===== src/ptd_pkg.sv =====
package ptd_pkg;

  // ****************************************
  // Opcode bytes
  // ****************************************
  // First byte of low-nibble loads
  localparam logic [7:0] PTD_FIRST_LOAD_LOW = 8'h6A;
  // First byte of mid/high/stack loads, also the lone no-operation
  localparam logic [7:0] PTD_FIRST_LOAD_UPPER = 8'h56;
  localparam logic [7:0] PTD_NO_OPERATION = 8'h56;
  // First byte of every store
  localparam logic [7:0] PTD_FIRST_STORE = 8'h69;
  // High nibble of every valid second byte
  localparam logic [3:0] PTD_SEL_PREFIX = 4'hF;

  // ****************************************
  // Second-byte selectors (low nibble)
  // ****************************************
  localparam logic [3:0] PTD_SEL_PTR_LOW = 4'hC;
  localparam logic [3:0] PTD_SEL_PTR_MID = 4'hD;
  localparam logic [3:0] PTD_SEL_PTR_HIGH = 4'hE;
  localparam logic [3:0] PTD_SEL_STACK = 4'hF;
  localparam logic [3:0] PTD_SEL_T1_LOW = 4'h4;
  localparam logic [3:0] PTD_SEL_T1_MID = 4'h5;
  localparam logic [3:0] PTD_SEL_T1_HIGH = 4'h6;
  localparam logic [3:0] PTD_SEL_T2_LOW = 4'h8;
  localparam logic [3:0] PTD_SEL_T2_MID = 4'h9;
  localparam logic [3:0] PTD_SEL_T2_HIGH = 4'hA;

  // ****************************************
  // Field positions and widths
  // ****************************************
  localparam int PTD_NIBBLES = 3;
  localparam logic [1:0] PTD_NIB_LOW = 2'h0;
  localparam logic [1:0] PTD_NIB_MID = 2'h1;
  localparam logic [1:0] PTD_NIB_HIGH = 2'h2;
  // Value the status flag takes on every transfer
  localparam logic PTD_STATUS_ON_XFER = 1'b1;

  // ****************************************
  // Types
  // ****************************************
  typedef enum logic {
    PTD_PH_FIRST,
    PTD_PH_SECOND
  } ptd_phase_t;

  typedef enum logic [1:0] {
    PTD_TGT_PTR,
    PTD_TGT_T1,
    PTD_TGT_T2,
    PTD_TGT_STACK
  } ptd_target_t;

  typedef struct packed {
    ptd_phase_t phase;
    logic [7:0] first;
    logic acc_we;
    logic [3:0] acc_data;
    logic zf_we;
    logic zf;
    logic sf_we;
    logic sf;
    logic [2:0] ptr_we;
    logic [2:0] tmr1_we;
    logic [2:0] tmr2_we;
    logic sp_we;
    logic [3:0] wr_data;
    logic nop_done;
    logic illegal;
    logic foreign;
  } ptd_state_t;

  localparam ptd_state_t PTD_STATE_RESET = '0;

endpackage : ptd_pkg


===== src/ptd_nibble_pick.sv =====
`timescale 1ns/100ps
module ptd_nibble_pick (
  // Source word and nibble index
  input wire logic [11:0] word_i,
  input wire logic [1:0] idx_i,
  // Selected nibble
  output logic [3:0] nib_o
);
  import ptd_pkg::*;

  logic [3:0] masked [PTD_NIBBLES];

  // ****************************************
  // AND-OR pick, one term per nibble
  // ****************************************
  genvar g;
  generate
    for (g = 0; g < PTD_NIBBLES; g++) begin : g_nib
      assign masked[g] = (idx_i == 2'(g)) ? word_i[4*g +: 4] : 4'h0;
    end
  endgenerate

  // Index 3 is never requested, so it reads as zero
  assign nib_o = masked[0] | masked[1] | masked[2];

endmodule : ptd_nibble_pick


===== src/ptd_decode.sv =====
// Notes on behaviour
// - Low pointer load copies pointer bits 3:0 to acc, sets zero; store writes them.
// - Middle pointer load/store moves bits 7:4; store leaves carry and zero alone.
// - High pointer load/store moves bits 11:8; every transfer sets the status flag.
// - Low timer nibble: selector 4 picks timer one, 8 timer two; 6A loads, 69 stores.
// - Middle timer nibble: 56 loads, 69 stores, selectors 5 or 9.
// - High timer nibble: selectors 6 or A; loads set zero, stores leave it.
// - Stack pointer load sets zero flag; store leaves it; two bytes, status set.
`timescale 1ns/100ps
module ptd_decode (
  // Clock and reset
  input wire logic ref_clk_i,
  input wire logic nrst_i,
  // Opcode byte stream from fetch
  input wire logic byte_valid_i,
  input wire logic [7:0] byte_i,
  // Datapath sources
  input wire logic [3:0] acc_i,
  input wire logic [11:0] data_pointer_i,
  input wire logic [3:0] stack_pointer_i,
  input wire logic [11:0] timer1_i,
  input wire logic [11:0] timer2_i,
  // Accumulator and flags
  output logic acc_we_o,
  output logic [3:0] acc_data_o,
  output logic zero_flag_we_o,
  output logic zero_flag_o,
  output logic status_flag_we_o,
  output logic status_flag_o,
  // Nibble write enables and data
  output logic [2:0] ptr_nib_we_o,
  output logic [2:0] timer1_nib_we_o,
  output logic [2:0] timer2_nib_we_o,
  output logic stack_ptr_we_o,
  output logic [3:0] wr_data_o,
  // Sequence status
  output logic nop_done_o,
  output logic illegal_o,
  output logic foreign_o
);
  import ptd_pkg::*;

  ptd_state_t st_reg;
  ptd_state_t st_next;
  ptd_target_t tgt;
  logic [1:0] nib_idx;
  logic sel_ok;
  logic [7:0] load_first;
  logic [11:0] src_word;
  logic [3:0] src_nib;
  logic [3:0] load_val;
  logic is_first_code;

  // ****************************************
  // Second-byte selector decode
  // ****************************************
  // Target, nibble index and expected load first byte from the selector
  always_comb begin
    tgt = PTD_TGT_PTR;
    nib_idx = PTD_NIB_LOW;
    sel_ok = (byte_i[7:4] == PTD_SEL_PREFIX);
    unique case (byte_i[3:0])
      PTD_SEL_PTR_LOW: nib_idx = PTD_NIB_LOW;
      PTD_SEL_PTR_MID: nib_idx = PTD_NIB_MID;
      PTD_SEL_PTR_HIGH: nib_idx = PTD_NIB_HIGH;
      PTD_SEL_STACK: tgt = PTD_TGT_STACK;
      PTD_SEL_T1_LOW: tgt = PTD_TGT_T1;
      PTD_SEL_T1_MID: begin
        tgt = PTD_TGT_T1;
        nib_idx = PTD_NIB_MID;
      end
      PTD_SEL_T1_HIGH: begin
        tgt = PTD_TGT_T1;
        nib_idx = PTD_NIB_HIGH;
      end
      PTD_SEL_T2_LOW: tgt = PTD_TGT_T2;
      PTD_SEL_T2_MID: begin
        tgt = PTD_TGT_T2;
        nib_idx = PTD_NIB_MID;
      end
      PTD_SEL_T2_HIGH: begin
        tgt = PTD_TGT_T2;
        nib_idx = PTD_NIB_HIGH;
      end
      default: sel_ok = 1'b0;
    endcase
    // Low-nibble loads carry a different first byte than the rest
    load_first = (nib_idx == PTD_NIB_LOW && tgt != PTD_TGT_STACK) ? PTD_FIRST_LOAD_LOW : PTD_FIRST_LOAD_UPPER;
  end

  // Source word for loads
  always_comb begin
    unique case (tgt)
      PTD_TGT_T1: src_word = timer1_i;
      PTD_TGT_T2: src_word = timer2_i;
      default: src_word = data_pointer_i;
    endcase
  end

  ptd_nibble_pick u_pick (
    .word_i(src_word),
    .idx_i(nib_idx),
    .nib_o(src_nib)
  );

  assign load_val = (tgt == PTD_TGT_STACK) ? stack_pointer_i : src_nib;
  assign is_first_code = (byte_i == PTD_FIRST_LOAD_LOW) || (byte_i == PTD_FIRST_LOAD_UPPER)
    || (byte_i == PTD_FIRST_STORE);

  // ****************************************
  // Sequencer
  // ****************************************
  // Pulses last one cycle; carry is never touched by this block
  always_comb begin
    logic redecode;
    redecode = 1'b0;
    st_next = st_reg;
    st_next.acc_we = 1'b0;
    st_next.zf_we = 1'b0;
    st_next.sf_we = 1'b0;
    st_next.ptr_we = 3'h0;
    st_next.tmr1_we = 3'h0;
    st_next.tmr2_we = 3'h0;
    st_next.sp_we = 1'b0;
    st_next.nop_done = 1'b0;
    st_next.illegal = 1'b0;
    st_next.foreign = 1'b0;
    if (byte_valid_i && st_reg.phase == PTD_PH_SECOND) begin
      st_next.phase = PTD_PH_FIRST;
      if (sel_ok && st_reg.first == load_first) begin
        st_next.acc_we = 1'b1;
        st_next.acc_data = load_val;
        st_next.zf_we = 1'b1;
        st_next.zf = (load_val == 4'h0);
        st_next.sf_we = 1'b1;
        st_next.sf = PTD_STATUS_ON_XFER;
      end else if (sel_ok && st_reg.first == PTD_FIRST_STORE) begin
        st_next.wr_data = acc_i;
        st_next.sf_we = 1'b1;
        st_next.sf = PTD_STATUS_ON_XFER;
        unique case (tgt)
          PTD_TGT_PTR: st_next.ptr_we[nib_idx] = 1'b1;
          PTD_TGT_T1: st_next.tmr1_we[nib_idx] = 1'b1;
          PTD_TGT_T2: st_next.tmr2_we[nib_idx] = 1'b1;
          PTD_TGT_STACK: st_next.sp_we = 1'b1;
        endcase
      end else if (st_reg.first == PTD_NO_OPERATION) begin
        // Lone no-operation, this byte starts anew
        st_next.nop_done = 1'b1;
        redecode = 1'b1;
      end else begin
        st_next.illegal = 1'b1;
      end
    end
    if (byte_valid_i && (st_reg.phase == PTD_PH_FIRST || redecode)) begin
      if (is_first_code) begin
        st_next.phase = PTD_PH_SECOND;
        st_next.first = byte_i;
      end else begin
        st_next.foreign = 1'b1;
      end
    end
  end

  // State register
  always_ff @(posedge ref_clk_i or negedge nrst_i) begin
    if (!nrst_i) begin
      st_reg <= PTD_STATE_RESET;
    end else begin
      st_reg <= st_next;
    end
  end

  // Outputs straight from the state register
  assign acc_we_o = st_reg.acc_we;
  assign acc_data_o = st_reg.acc_data;
  assign zero_flag_we_o = st_reg.zf_we;
  assign zero_flag_o = st_reg.zf;
  assign status_flag_we_o = st_reg.sf_we;
  assign status_flag_o = st_reg.sf;
  assign ptr_nib_we_o = st_reg.ptr_we;
  assign timer1_nib_we_o = st_reg.tmr1_we;
  assign timer2_nib_we_o = st_reg.tmr2_we;
  assign stack_ptr_we_o = st_reg.sp_we;
  assign wr_data_o = st_reg.wr_data;
  assign nop_done_o = st_reg.nop_done;
  assign illegal_o = st_reg.illegal;
  assign foreign_o = st_reg.foreign;
endmodule : ptd_decode


===== config.mk =====
export PLATFORM = sky130hd
export DESIGN_NAME = ptd_decode
export DESIGN_NICKNAME = d
export VERILOG_FILES = /design/src/ptd_pkg.sv /design/src/ptd_nibble_pick.sv /design/src/ptd_decode.sv
export SDC_FILE = /design/constraint.sdc
export NUM_CORES = 1
export LEC_CHECK = 0
export ABC_AREA = 1
export BUFFER_PORTS_ARGS = -buffer_cell sky130_fd_sc_hd__buf_4
export CAP_MARGIN = 20
export CORE_MARGIN = 8
export CORE_UTILIZATION = 25
export DETAILED_ROUTE_END_ITERATION = 10
export GPL_TIMING_DRIVEN = 1
export SYNTH_ARGS = -nofsm -noshare
export SYNTH_HDL_FRONTEND = slang
export SYNTH_SLANG_ARGS = --single-unit

===== constraint.sdc =====
create_clock -name ref_clk_i -period 3.1 [get_ports ref_clk_i]
set_clock_uncertainty 0.2 [all_clocks]
set_input_delay 0.465 -clock ref_clk_i [delete_from_list [all_inputs] [get_ports ref_clk_i]]
set_output_delay 0.465 -clock ref_clk_i [all_outputs]
set_load 0.05 [all_outputs]

==> results.cfg <==
[floorplan]
die-height_um = 105
ios = 81
core_area_um2 = 7730
placementRows = 32
start_util = 0.258
die-area_um2 = 11100
die_x_um = 105

[worst_setup_path]
cp.arrival_ns = 2.74
critPathCaptureType = flop
startpoint_type = input port
crit_required_ns = 3.10
crit_path_cell_trace = buf_4 -> nand2_1 -> inv_1 -> o21ai_0 -> inv_1 -> ha_1 -> inv_1 -> nand3_1 -> o211ai_1 -> nand2_1 -> o22ai_1 -> nand3_1 -> o21ai_1
path_common_cell = inv_1
rrSetupSlack_ns = 1.34
crit_fanout = 22
crit_type = input port to flop
max_stage_delay_ns = 0.45
cp_slowest_cell = inv_1

[timing]
setup_violations = 0
worst_pin_slew_ns = 0.587
finalSetupTns_ns = 0
slew_headroom = 0.608
finalHoldViolCount = 0
holdWs_ns = 0.190
max_freq_mhz = 365
slew_violations = 0
fin_crit_sh = 0.885
rsz0062_at_grt = no
period_minus_slack_ns = 2.74

[cells_and_area]
final_cells = 417
largest_reg_flops = 9
postLayoutCellArea_um2 = 2690
area_growth_pct = 35.0
n_fill_cell = 810
drive_gt1_frac = 0.346
diodes = 0
fin_nets = 374

[clocking]
cts-root-buf = clkbuf_8
cts_setup_buffers = 0
cts_buffers = 5
clkTransAtPathRegs_ns = 0.06
cts_tree = yes
clockBufferDepth = 2
htreeDepth = 2
cts.sink_count = 34
clock_latency_ns = 0.28

[pwr]
max-vdd-ir-drop_mv = 0.257
p_leak_nw = 1.41
power_density_nw_per_um2 = 414

[synthesis]
ys.warnings.count = 0
syn-cell-area_um2 = 2000
yosys_most_used_dff = dfrtp_1
syn_nets = 309
synth_cells = 250
synth_seq_area_share = 0.426
synth-seq-cells = 34
synth.distinct_cells = 30
synth_area_per_cell_um2 = 7.98
ys_async_sr_fraction = 1.00
synth_edf_count = 0

[route]
routed_via_density = 4.24
route.detailed.drc = 0
drtIter0Drc = 53
wl_per_cell_um = 13.0
ant_nets = 0
vias = 1770
drt_wl_total_mm = 5.43
drtPass1Iterations = 4

[global_routing]
met1_usage = 0.116
antenna_found_initial = 0
grt.met2_usage = 0.179
grt_overflow_total = 0
grt_busiest_layer = met2
grt_pass1_wl_mm = 9.30
grtUsageMet3 = 0.0298
grt_usage = 0.101
grt_pass1_vias = 1974
grt_max_degree = 35

[outcome]
run_status = completed

[placement]
gp_congestion = 0.758
port-buffer-count = 80
dp.cells = 409
dp_hpwl_mm = 4.51
postPlaceCellArea_um2 = 2570

[job]
maxCapViolations = 0

[min_path]
hp-class = input port to flop
cell usage in the layout, fill, tap and decap left out:
cell,netlist,final
a211oi_4,1,1
a22o_1,2,2
a41oi_1,1,1
buf_4,18,81
bufinv_16,0,1
clkbuf_8,0,6
dfrtp_1,34,34
dlygate4sd3_1,0,1
ha_1,4,4
inv_1,21,21
inv_2,2,2
inv_4,1,1
nand2_1,67,67
nand2_2,6,6
nand2_4,2,2
nand3_1,16,16
nand3_2,3,3
nand3_4,1,1
nand4_1,7,7
nand4_4,1,1
nor2_1,27,27
nor2_2,2,2
nor2_4,1,1
o211ai_1,10,10
o21a_1,1,1
o21ai_0,8,8
o21ai_1,5,5
o22ai_1,1,1
or2_1,1,1
or2_2,1,1
cell type report:
cell class                      instances  area, um^2  share of cell area
Inverter                               24        92.6              0.0344
Tap cell                              102         128              0.0474
Sequential cell                        34         851               0.316
Clock buffer                            6        82.6              0.0307
Multi-Input combinational cell        168         892               0.331
Clock inverter                          1        30.0              0.0111
Timing Repair Buffer                   82         618               0.229
report_power, final:
part           internal [mW]  leakage [nW]  total, mW  switching (mW)
registers              0.464         0.460      0.478          0.0142
clock network          0.257        0.0573      0.409           0.152
logic                  0.101         0.895      0.229           0.128
total                  0.822          1.41       1.12           0.294
metal layers:
layer  wire, um  share of wire
met4         25         0.0046
met3        326          0.060
met2       2810           0.52
met1       2260           0.42
met5          0              0
cells in the mapped netlist, drive strengths merged (2+ instances only):
| library cell | n | area (um^2) |
|---|---|---|
| or2 | 2 | 12.5 |
| o21ai | 13 | 65.1 |
| nand3 | 20 | 128 |
| nand2 | 75 | 312 |
| nand4 | 8 | 65.1 |
| inv | 24 | 92.6 |
| nor2 | 30 | 125 |
| buf | 21 | 149 |
| o211ai | 10 | 75.1 |
| clkbuf | 3 | 11.3 |
| a22o | 2 | 17.5 |
| dfrtp | 34 | 851 |
| ha | 4 | 50.1 |
repair_timing:
item | in CTS | in global routing
gates resized for setup | 0 | 0
hold buffers | 1 | 0
endpoints found under the hold margin | 34 | 0
final timing paths:
check | from | cells past startpoint | end
max in group asynchronous | nrst_i | 2 | timer2_nib_we_o[0]
setup / recovery | byte_i[1] | 13 | zero_flag_o
hold / removal | acc_i[2] | 3 | wr_data_o[2]
min in group asynchronous | nrst_i | 2 | foreign_o
hold reg to reg | st_reg[32] | 2 | st_reg[32]
setup reg to reg | st_reg[28] | 8 | status_flag_o
worst max-delay path, delay by kind of cell:
family | cells | cell delay (ns)
adder cells (fa/ha/maj) | 1 | 0.32
AND/OR/NAND/NOR | 4 | 0.42
AO/OA/AOI/OAI | 4 | 0.77
buffers and inverters | 4 | 0.75
cells by family (layout without fill, tap and decap cells):
logic type | Yosys count | in the layout | share of synthesized area
AND/OR/NAND/NOR | 135 | 135 | 0.322
buffers and inverters | 48 | 113 | 0.127
AO/OA/AOI/OAI | 29 | 29 | 0.100
flip-flops | 34 | 34 | 0.426
adder cells (fa/ha/maj) | 4 | 4 | 0.0251
per-stage QoR:
| step | utilization | total power [mW] | worst slack [ns] |
|---|---|---|---|
| after floorplan | - | 0.619 | 0.684 |
| after global placement | 0.333 | 0.713 | 0.184 |
| after detailed placement | 0.333 | 0.717 | 0.0818 |
| after CTS | 0.349 | 1.13 | 0.372 |
| after global routing | 0.349 | 1.18 | 0.0786 |
| final | 0.349 | 1.12 | 0.357 |
Note: power is estimated with default switching activity, not from simulation.
